$ cat src/gpw_pkg.sv
// Package: register map, reset values and helpers for the GPIO port block
`default_nettype none
package gpw_pkg;
    localparam int PORT_W = 8;
    localparam int PORT_D_W = 7;
    localparam logic [7:0] ADDR_PA_DATA = 8'h00;
    localparam logic [7:0] ADDR_PA_DIR = 8'h01;
    localparam logic [7:0] ADDR_PA_PU = 8'h02;
    localparam logic [7:0] ADDR_PA_WAKE = 8'h03;
    localparam logic [7:0] ADDR_PB_DATA = 8'h04;
    localparam logic [7:0] ADDR_PB_DIR = 8'h05;
    localparam logic [7:0] ADDR_PB_PU = 8'h06;
    localparam logic [7:0] ADDR_PC_DATA = 8'h08;
    localparam logic [7:0] ADDR_PC_DIR = 8'h09;
    localparam logic [7:0] ADDR_PC_PU = 8'h0a;
    localparam logic [7:0] ADDR_PD_DATA = 8'h0c;
    localparam logic [7:0] ADDR_PD_DIR = 8'h0d;
    localparam logic [7:0] ADDR_PD_PU = 8'h0e;
    localparam logic [7:0] RST_DATA = 8'hff;
    localparam logic [7:0] RST_DIR = 8'hff;
    localparam logic [7:0] RST_PU = 8'h00;
    localparam logic [7:0] RST_WAKE = 8'h00;
    localparam logic [7:0] RST_RDATA = 8'h00;

    // Inputs read the pin, outputs read the latch
    function automatic logic [7:0] gpw_read(input logic [7:0] dir,
                                            input logic [7:0] latch,
                                            input logic [7:0] pin);
        gpw_read = (dir & pin) | (~dir & latch);
    endfunction : gpw_read
endpackage : gpw_pkg
`default_nettype wire

$ cat src/gpw_port.sv
// One I/O port: output latch, direction, pull-high and pin drive
`timescale 1ns/10ps
`default_nettype none
module gpw_port
    import gpw_pkg::*;
#(
    parameter int W = 8
) (
    // Clock and reset
    input wire logic clk,
    input wire logic rst_n,
    // Register writes
    input wire logic wr_data,
    input wire logic wr_dir,
    input wire logic wr_pu,
    input wire logic [W-1:0] wdata,
    // Register state
    output logic [W-1:0] latch_q,
    output logic [W-1:0] dir_q,
    output logic [W-1:0] pu_q,
    // Pin side
    output logic [W-1:0] pin_out_q,
    output logic [W-1:0] pin_oe_q,
    output logic [W-1:0] pull_en_q
);
    logic [W-1:0] latch_d;
    logic [W-1:0] dir_d;
    logic [W-1:0] pu_d;

    always_comb begin
        latch_d = latch_q;
        dir_d = dir_q;
        pu_d = pu_q;
        if (wr_data) begin
            latch_d = wdata;
        end
        if (wr_dir) begin
            dir_d = wdata;
        end
        if (wr_pu) begin
            pu_d = wdata;
        end
    end

    always_ff @(posedge clk) begin
        if (!rst_n) begin
            latch_q <= RST_DATA[W-1:0];
            dir_q <= RST_DIR[W-1:0];
            pu_q <= RST_PU[W-1:0];
            pin_out_q <= RST_DATA[W-1:0];
            pin_oe_q <= '0;
            pull_en_q <= '0;
        end else begin
            latch_q <= latch_d;
            dir_q <= dir_d;
            pu_q <= pu_d;
            pin_out_q <= latch_d;
            pin_oe_q <= ~dir_d;
            // Pull-high only on inputs; it would fight a CMOS drive
            pull_en_q <= pu_d & dir_d;
        end
    end
endmodule : gpw_port
`default_nettype wire

$ cat src/gpw_gpio.sv
// Top of the GPIO block: four ports, register access and port A wake-up
`timescale 1ns/10ps
`default_nettype none
//
// Contract
// - Four bidirectional ports A to D, one data bit per pin, each usable as input or output.
// - A read of an input pin samples the pin directly with no input latch, at the read strobe.
// - A written data value sits in an output latch until the data register is written again.
// - Each pin has a pull-high bit where 1 enables and 0 disables the weak pull-high.
// - The pull-high acts only while the pin is an input, otherwise it stays off.
// - A falling edge on a wake-enabled port A pin wakes the controller from IDLE or SLEEP.
// - Each port A pin has its own wake enable bit, 1 enabling and 0 disabling.
// - Wake enables act only on input pins while the controller is in a low-power mode.
// - Bit 7 of the port D data, direction and pull-high registers reads as zero.
// - A direction bit of 1 makes the pin an input and 0 a CMOS output from the latch.
// - Reading the data register of an output pin returns the latch, not the pin level.
module gpw_gpio
    import gpw_pkg::*;
(
    // Clock and reset
    input wire logic clk,
    input wire logic rst_n,
    // Data memory access
    input wire logic [7:0] addr,
    input wire logic wr_en,
    input wire logic rd_en,
    input wire logic [7:0] wdata,
    output logic [7:0] rdata_q,
    // Port A pins
    input wire logic [7:0] pa_in,
    output logic [7:0] pa_out_q,
    output logic [7:0] pa_oe_q,
    output logic [7:0] pa_pull_q,
    // Port B pins
    input wire logic [7:0] pb_in,
    output logic [7:0] pb_out_q,
    output logic [7:0] pb_oe_q,
    output logic [7:0] pb_pull_q,
    // Port C pins
    input wire logic [7:0] pc_in,
    output logic [7:0] pc_out_q,
    output logic [7:0] pc_oe_q,
    output logic [7:0] pc_pull_q,
    // Port D pins
    input wire logic [6:0] pd_in,
    output logic [6:0] pd_out_q,
    output logic [6:0] pd_oe_q,
    output logic [6:0] pd_pull_q,
    // Power management
    input wire logic low_power,
    output logic wake_req_q
);
    ////////////////////////////////////////////////////////////////////////
    logic [7:0] a_lat, a_dir, a_pu;
    logic [7:0] b_lat, b_dir, b_pu;
    logic [7:0] c_lat, c_dir, c_pu;
    logic [6:0] d_lat, d_dir, d_pu;
    logic [7:0] wake_en_q, wake_en_d;
    logic [7:0] pa_prev_q, pa_prev_d;
    logic wake_req_d;
    logic [7:0] rdata_d;

    // Same port module for all four; D is one pin narrower
    gpw_port #(.W(PORT_W)) u_pa (
        .clk(clk), .rst_n(rst_n),
        .wr_data(wr_en && addr == ADDR_PA_DATA),
        .wr_dir(wr_en && addr == ADDR_PA_DIR),
        .wr_pu(wr_en && addr == ADDR_PA_PU),
        .wdata(wdata),
        .latch_q(a_lat), .dir_q(a_dir), .pu_q(a_pu),
        .pin_out_q(pa_out_q), .pin_oe_q(pa_oe_q), .pull_en_q(pa_pull_q)
    );
    gpw_port #(.W(PORT_W)) u_pb (
        .clk(clk), .rst_n(rst_n),
        .wr_data(wr_en && addr == ADDR_PB_DATA),
        .wr_dir(wr_en && addr == ADDR_PB_DIR),
        .wr_pu(wr_en && addr == ADDR_PB_PU),
        .wdata(wdata),
        .latch_q(b_lat), .dir_q(b_dir), .pu_q(b_pu),
        .pin_out_q(pb_out_q), .pin_oe_q(pb_oe_q), .pull_en_q(pb_pull_q)
    );
    gpw_port #(.W(PORT_W)) u_pc (
        .clk(clk), .rst_n(rst_n),
        .wr_data(wr_en && addr == ADDR_PC_DATA),
        .wr_dir(wr_en && addr == ADDR_PC_DIR),
        .wr_pu(wr_en && addr == ADDR_PC_PU),
        .wdata(wdata),
        .latch_q(c_lat), .dir_q(c_dir), .pu_q(c_pu),
        .pin_out_q(pc_out_q), .pin_oe_q(pc_oe_q), .pull_en_q(pc_pull_q)
    );
    gpw_port #(.W(PORT_D_W)) u_pd (
        .clk(clk), .rst_n(rst_n),
        .wr_data(wr_en && addr == ADDR_PD_DATA),
        .wr_dir(wr_en && addr == ADDR_PD_DIR),
        .wr_pu(wr_en && addr == ADDR_PD_PU),
        .wdata(wdata[6:0]),
        .latch_q(d_lat), .dir_q(d_dir), .pu_q(d_pu),
        .pin_out_q(pd_out_q), .pin_oe_q(pd_oe_q), .pull_en_q(pd_pull_q)
    );

    ////////////////////////////////////////////////////////////////////////
    // Read path: input pins sampled live at the read strobe, output pins read the latch
    always_comb begin
        rdata_d = rdata_q;
        if (rd_en) begin
            case (addr)
                ADDR_PA_DATA: rdata_d = gpw_read(a_dir, a_lat, pa_in);
                ADDR_PA_DIR: rdata_d = a_dir;
                ADDR_PA_PU: rdata_d = a_pu;
                ADDR_PA_WAKE: rdata_d = wake_en_q;
                ADDR_PB_DATA: rdata_d = gpw_read(b_dir, b_lat, pb_in);
                ADDR_PB_DIR: rdata_d = b_dir;
                ADDR_PB_PU: rdata_d = b_pu;
                ADDR_PC_DATA: rdata_d = gpw_read(c_dir, c_lat, pc_in);
                ADDR_PC_DIR: rdata_d = c_dir;
                ADDR_PC_PU: rdata_d = c_pu;
                ADDR_PD_DATA: rdata_d = gpw_read({1'b0, d_dir},
                    {1'b0, d_lat}, {1'b0, pd_in}) & 8'h7f;
                ADDR_PD_DIR: rdata_d = {1'b0, d_dir};
                ADDR_PD_PU: rdata_d = {1'b0, d_pu};
                default: rdata_d = 8'h00;
            endcase
        end
    end

    ////////////////////////////////////////////////////////////////////////
    // Wake-up on port A falling edges
    always_comb begin
        wake_en_d = wake_en_q;
        if (wr_en && addr == ADDR_PA_WAKE) begin
            wake_en_d = wdata;
        end
        pa_prev_d = pa_in;
        // Output pins excluded so own writes cannot wake the core
        wake_req_d = low_power &&
            |(pa_prev_q & ~pa_in & wake_en_q & a_dir);
    end

    always_ff @(posedge clk) begin
        if (!rst_n) begin
            wake_en_q <= RST_WAKE;
            pa_prev_q <= RST_DATA;
            wake_req_q <= 1'b0;
            rdata_q <= RST_RDATA;
        end else begin
            wake_en_q <= wake_en_d;
            pa_prev_q <= pa_prev_d;
            wake_req_q <= wake_req_d;
            rdata_q <= rdata_d;
        end
    end
endmodule : gpw_gpio
`default_nettype wire

$ cat config.mk
export PLATFORM = sky130hd
export DESIGN_NAME = gpw_gpio
export DESIGN_NICKNAME = d
export VERILOG_FILES = /design/src/gpw_pkg.sv /design/src/gpw_port.sv /design/src/gpw_gpio.sv
export SDC_FILE = /design/constraint.sdc
export NUM_CORES = 1
export LEC_CHECK = 0
export ABC_AREA = 1
export BUFFER_PORTS_ARGS = -buffer_cell sky130_fd_sc_hd__buf_2
export CAP_MARGIN = 30
export CORE_MARGIN = 5
export CORE_UTILIZATION = 55
export CTS_CLUSTER_SIZE = 24
export DETAILED_ROUTE_END_ITERATION = 8
export GPL_TIMING_DRIVEN = 0
export HOLD_SLACK_MARGIN = 0.02
export PLACE_DENSITY = 0.8
export SYNTH_ARGS = -nofsm -noshare
export SYNTH_HDL_FRONTEND = slang
export SYNTH_SLANG_ARGS = --single-unit
$ cat constraint.sdc
create_clock -name clk -period 3.3 [get_ports clk]
set_input_delay 0.33 -clock clk [delete_from_list [all_inputs] [get_ports clk]]
set_output_delay 0.33 -clock clk [all_outputs]
set_load 0.05 [all_outputs]
# Word level (Yosys, flattened, before mapping)

Index checks and enable logic that the tools add are counted.

Register bits after elaboration: 180
Latch bits: 0
Bits in writable memories: 0
Bits in read-only memories: 0
Word-level logic and storage cells: 89
Memories kept: 0

Add/sub/neg operators: 0
Multiply operators: 0
Div/mod/pow operators: 0
Order comparisons: 0
Equality and inequality tests: 12
Shift-type cells: 0
Multiplexer cells: 9
Bitwise operators: 28
Reductions and logical operators: 16

Operators by type and width:

| kind                                                             | count |
|---|---|
| 8-bit case mux with 13 select lines                              | 1 |
| 8-bit AND                                                        | 12 |
| 8-bit inverter                                                   | 7 |
| 8-bit by 4-bit == test with 1-bit output (second input constant) | 6 |
| 8-bit 2-to-1 mux                                                 | 6 |
| 8-bit by 3-bit == test with 1-bit output (second input constant) | 3 |
| 8-bit OR                                                         | 3 |
| 7-bit AND                                                        | 3 |
| 8-bit by 2-bit == test with 1-bit output (second input constant) | 2 |
| 1-bit logical AND                                                | 14 |
| 7-bit 2-to-1 mux                                                 | 2 |
| 7-bit inverter                                                   | 2 |
| 8-bit by 1-bit == test with 1-bit output (second input constant) | 1 |
| 8-bit logical NOT                                                | 1 |
| 8-bit OR reduction                                               | 1 |
| 7-bit OR                                                         | 1 |

# Depth between registers and ports, before layout

Depth after elaboration: 6
Mapped depth: 13

# Modules after synthesis

A second synthesis with hierarchy kept.

Cells, all modules: 1156
Area, all modules: 8139.1 um^2

Modules (own cells, without submodules):

| module              | times used | cells each | area each (um^2) | sequential area each (um^2) |
|---|---|---|---|---|
| gpw_port (u_pa ...) | 3          | 177        | 1428.9           | 800.8 |
| gpw_gpio            | 1          | 470        | 2601.2           | 500.5 |
| gpw_port (u_pd)     | 1          | 155        | 1251.2           | 700.7 |

# Least setup slack after synthesis

No wires, ideal clock.

Kind: input to register
Start point: input addr[7]
End point: register u_pd.pull_en_q[3]
Setup time: 0.115 ns
Data arrival time: 1.369 ns
Required time: 3.185 ns
Path slack: 1.816 ns
Cell stages on the path: 9
Path buffers: 2
Cell sequence: nor2_2 nand2_4 inv_4 buf_12 nand3_2 buf_2 o21ai_1 nor2_2 and2_1

Longest elaborated chain between the ends: 4

RTL lines:

| element                                                            | RTL line                       | text |
|---|---|---|
| from (decl)                                                        | gpw_gpio.sv:24                 | `input wire logic [7:0] addr,` |
| 8-bit by 4-bit == test with 1-bit output, on equally long branches | gpw_gpio.sv:95, gpw_gpio.sv:94 |  |
| 1-bit logical AND, on equally long branches                        | gpw_gpio.sv:95, gpw_gpio.sv:94 |  |
| 7-bit 2-to-1 mux, on equally long branches                         | gpw_port.sv:40, gpw_port.sv:37 |  |
| 7-bit AND *                                                        | gpw_port.sv:60                 | `pull_en_q <= pu_d & dir_d;` |
| to (signal assigned)                                               | gpw_port.sv:60                 |  |
| to (decl)                                                          | gpw_port.sv:24                 | `output logic [W-1:0] pull_en_q` |

Mark *: on every way between the ends. The rest lies on a longest branch, timed or not.
A chain may end at the register's enable or synchronous reset.

# Worst setup path after layout

Start point: input addr[1]
End point: register rdata_q[2]

Longest elaborated chain between the ends: 2

RTL lines:

| element                                                          | RTL line        | text |
|---|---|---|
| 8-bit by 4-bit == test with 1-bit output (tied with other cells) | gpw_gpio.sv:106 | `case (addr)` |
| 8-bit case mux with 13 select lines *                            | gpw_gpio.sv:106 |  |
| to (signal assigned)                                             | gpw_gpio.sv:149 | `rdata_q <= rdata_d;` |
| to (decl)                                                        | gpw_gpio.sv:28  | `output logic [7:0] rdata_q,` |

Marked as above.

==> impl_metrics.yaml <==
critical_path:
  crit_buf_inv: 3
  crit_top_cell: "nand2_1"
  r2r_slack_ns: 1.81
  cp_max_fo: 7
  end_kind: "flip-flop"
  crit_arrival_ns: 1.97
  slowest_delay_ns: 0.56
  worst_path_max_delay_cell: "nor2_1"
  crit_family: "simple AND/OR/NAND/NOR gates"
  crit_chain: "buf_2, inv_2, nand2_2, nor2_1, nand3_1, nand2_1, inv_1, nand2_1, nor2_1, nand2_1, nand2_1, a21oi_1"
  criticalPathCategory: "input port to flip-flop"
  cp-start-kind: "input port"
  worstPathRequired_ns: 3.66
final_layout:
  insertedDiodeCount: 0
  nNetsFinal: 1229
  area_delta_synth_final_pct: 20.9
  drive_gt1_frac: 0.218
  design_area_sq_um: 9030
synthesis:
  synth_area_leaders: "dfxtp_1 48%, nand2_1 12%, inv_1 7.4%"
  syn_nets: 1058
  ys_seq_area_frac: 0.483
  yosys.area.top_type: "dfxtp_1"
  synth_simple_gate_area_frac: 0.291
  async_flop_share: 0
  synthCells: 1006
  synth_top_family_by_area: "simple AND/OR/NAND/NOR gates"
  synth_ff_type: "dfxtp_1"
  synth_top_area_share: 0.483
  postSynthAreaPerCell_sq_um: 7.42
  yosys_warnings: 0
  netlist_area_sq_um: 7460
  synth_edf_count: 0
  synth_cell_types: 32
  synth-xor-area-share: 0
  synth.area.mux_share: 0
  synth-adder-area-share: 0
  synth_compound_area_frac: 0.114
  yosys_register_bits: 180
placement:
  place_area_sq_um: 8450
  dp_hpwl_microns: 18300
  place.gp.congestion: 1.00
  port_buffers: 152
floorplan:
  core_sq_um: 13300
  initial_core_util: 0.561
  dieHeight_microns: 127
  ios: 154
  rows: 42
  die_area_sq_um: 16000
  die_w_microns: 127
sta:
  max_clock_freq_mhz: 619
  slew_viol_final: 0
  whs_ns: 0.105
  worstMarginPinSlew_ns: 0.710
  timing.final.crit_share: 0.490
  min_period_ns: 1.62
  finalHoldViolCount: 0
  clock_skew_ns: 0.00755
  setup_viol: 0
  slew-limit-headroom: 0.526
  rsz0062_at_grt: "false"
  final.setup.tns_ns: 0
detailed_routing:
  drt_iter0_markers: 903
  wl_per_cell_microns: 18.0
  drt-total-wl_microns: 24500
  vias_per_cell: 5.38
  ant_nets: 0
  drc: 0
  dr.pass1.iters: 6
  vias: 7345
cts:
  numCtsBuffers: 17
  path_clk_slew_ns: 0.07
  clkLatencyLatePin_ns: 0.43
  cts.htree.levels: 4
  clock_sink_count: 180
  cts_resized: 0
  cts_tree: "built"
  root_buffer: "clkbuf_16"
  cts_buffer_depth: 2
  cts_setup_buffers: 0
  cts-hold-fix-buffers: 0
grt:
  grt_pass1_wl_microns: 37700
  grt_usage: 0.305
  grt_pass1_vias: 6767
  grt_max_degree: 18
  antenna_found_initial: 1
  grt_overflow_total: 0
pwr:
  p_per_area_nw_per_um2: 489
  ir_worst_vdd_mv: 0.356
  leakage_nw: 4.73
job:
  drv_cap: 0
status:
  status: "finished clean"
worst_hold_path:
  hold_path_class: "input port to flip-flop"
-- report_power, final --
part | internal, mW | switching [mW] | leakage [nW] | total (mW)
Combinational | 0.0592 | 0.179 | 3.00 | 0.239
Clock | 1.08 | 0.906 | 0.278 | 1.99
Sequential | 2.18 | 0.00433 | 1.45 | 2.19
Total | 3.32 | 1.09 | 4.73 | 4.41
-- worst register-to-register path: stages (launching register included) --
cell	delay, ns
dfxtp_1	0.42
inv_1	0.07
o21ai_0	0.21
nand3_1	0.14
nand2_1	0.10
inv_1	0.05
nand2_1	0.08
nor2_1	0.07
nand2_1	0.09
nand2_1	0.05
a21oi_1	0.13
-- metal layers --
metal | track usage | part of all wire
met2 | 0.482 | 0.45
met5 | 0 | 0
met1 | 0.414 | 0.42
met4 | 0.105 | 0.029
met3 | 0.0677 | 0.099
-- registers in the layout (all words and copies together) (netlist names), 7 cells and up --
signal          count
u_pc.latch_q        8
u_pa.latch_q        8
u_pb.pu_q           8
u_pb.latch_q        8
u_pd.pin_oe_q       7
u_pb.pull_en_q      8
u_pa.pin_oe_q       8
u_pc.dir_q          8
u_pa.dir_q          8
u_pd.latch_q        7
u_pd.pu_q           7
u_pc.pin_oe_q       8
u_pd.dir_q          7
u_pa.pull_en_q      8
u_pa.pu_q           8
u_pb.pin_oe_q       8
u_pd.pull_en_q      7
u_pc.pu_q           8
rdata_q             8
u_pb.dir_q          8
u_pc.pull_en_q      8
wake_en_q           8
pa_prev_q           8
-- cell usage after synthesis (6+ instances only) --
cell / instances
o21ai_0: 49
nand4_1: 7
nand3_1: 82
and2_1: 23
buf_2: 11
dfxtp_1: 180
nor4_1: 8
o21ai_1: 55
a21oi_1: 16
nand2_2: 7
nor2_4: 6
inv_1: 147
nor3_1: 9
inv_2: 15
nand2_1: 229
clkbuf_1: 12
nor2_1: 77
nor2_2: 14
o211ai_1: 31
-- cell families after synthesis --
kind of cell,count (synthesis)
DFF,180
AOI/OAI and AO/OA,153
buffers and inverters,199
and+or+nand+nor,474
-- placed cells by master (no fill, tap or decap), types with 23 or more instances in the layout --
cell type,instances
dfxtp_1,180
and2_1,23
inv_1,147
nand2_1,229
o21ai_1,55
nand3_1,82
o211ai_1,31
nor2_1,77
buf_2,163
o21ai_0,49
-- worst paths after layout --
check / from / to / cells past startpoint
max: addr[1] / rdata_q[2]$_SDFFE_PN0P_ / 12
min reg2reg: rdata_q[5]$_SDFFE_PN0P_ / rdata_q[5]$_SDFFE_PN0P_ / 2
min: pa_in[6] / pa_prev_q[6]$_SDFF_PN1_ / 3
max reg2reg: u_pd.latch_q[2]$_SDFFE_PN1P_ / rdata_q[2]$_SDFFE_PN0P_ / 10
-- through the flow --
stage / util / power, mW / instances / worst slack, ns
detailed placement: 0.635 / 2.47 / 1334 / 1.35
global route: 0.679 / 4.54 / 1366 / 1.68
CTS: 0.679 / 4.42 / 1366 / 1.79
global placement: 0.635 / 2.47 / 1334 / 1.40
floorplan: - / 2.35 / 1006 / 1.82
finish: 0.679 / 4.41 / 1366 / 1.68
-- layout make-up --
class | count | area, sq um
repair buffers | 152 | 761
well taps | 176 | 220
multi-input cells | 627 | 3030
clock inverters | 14 | 141
plain buffers | 36 | 221
clock buffers | 18 | 439
fillers | 1158 | 4270
flip-flops and latches | 180 | 3600
inverters | 163 | 614
(Power assumes the default switching activity.)
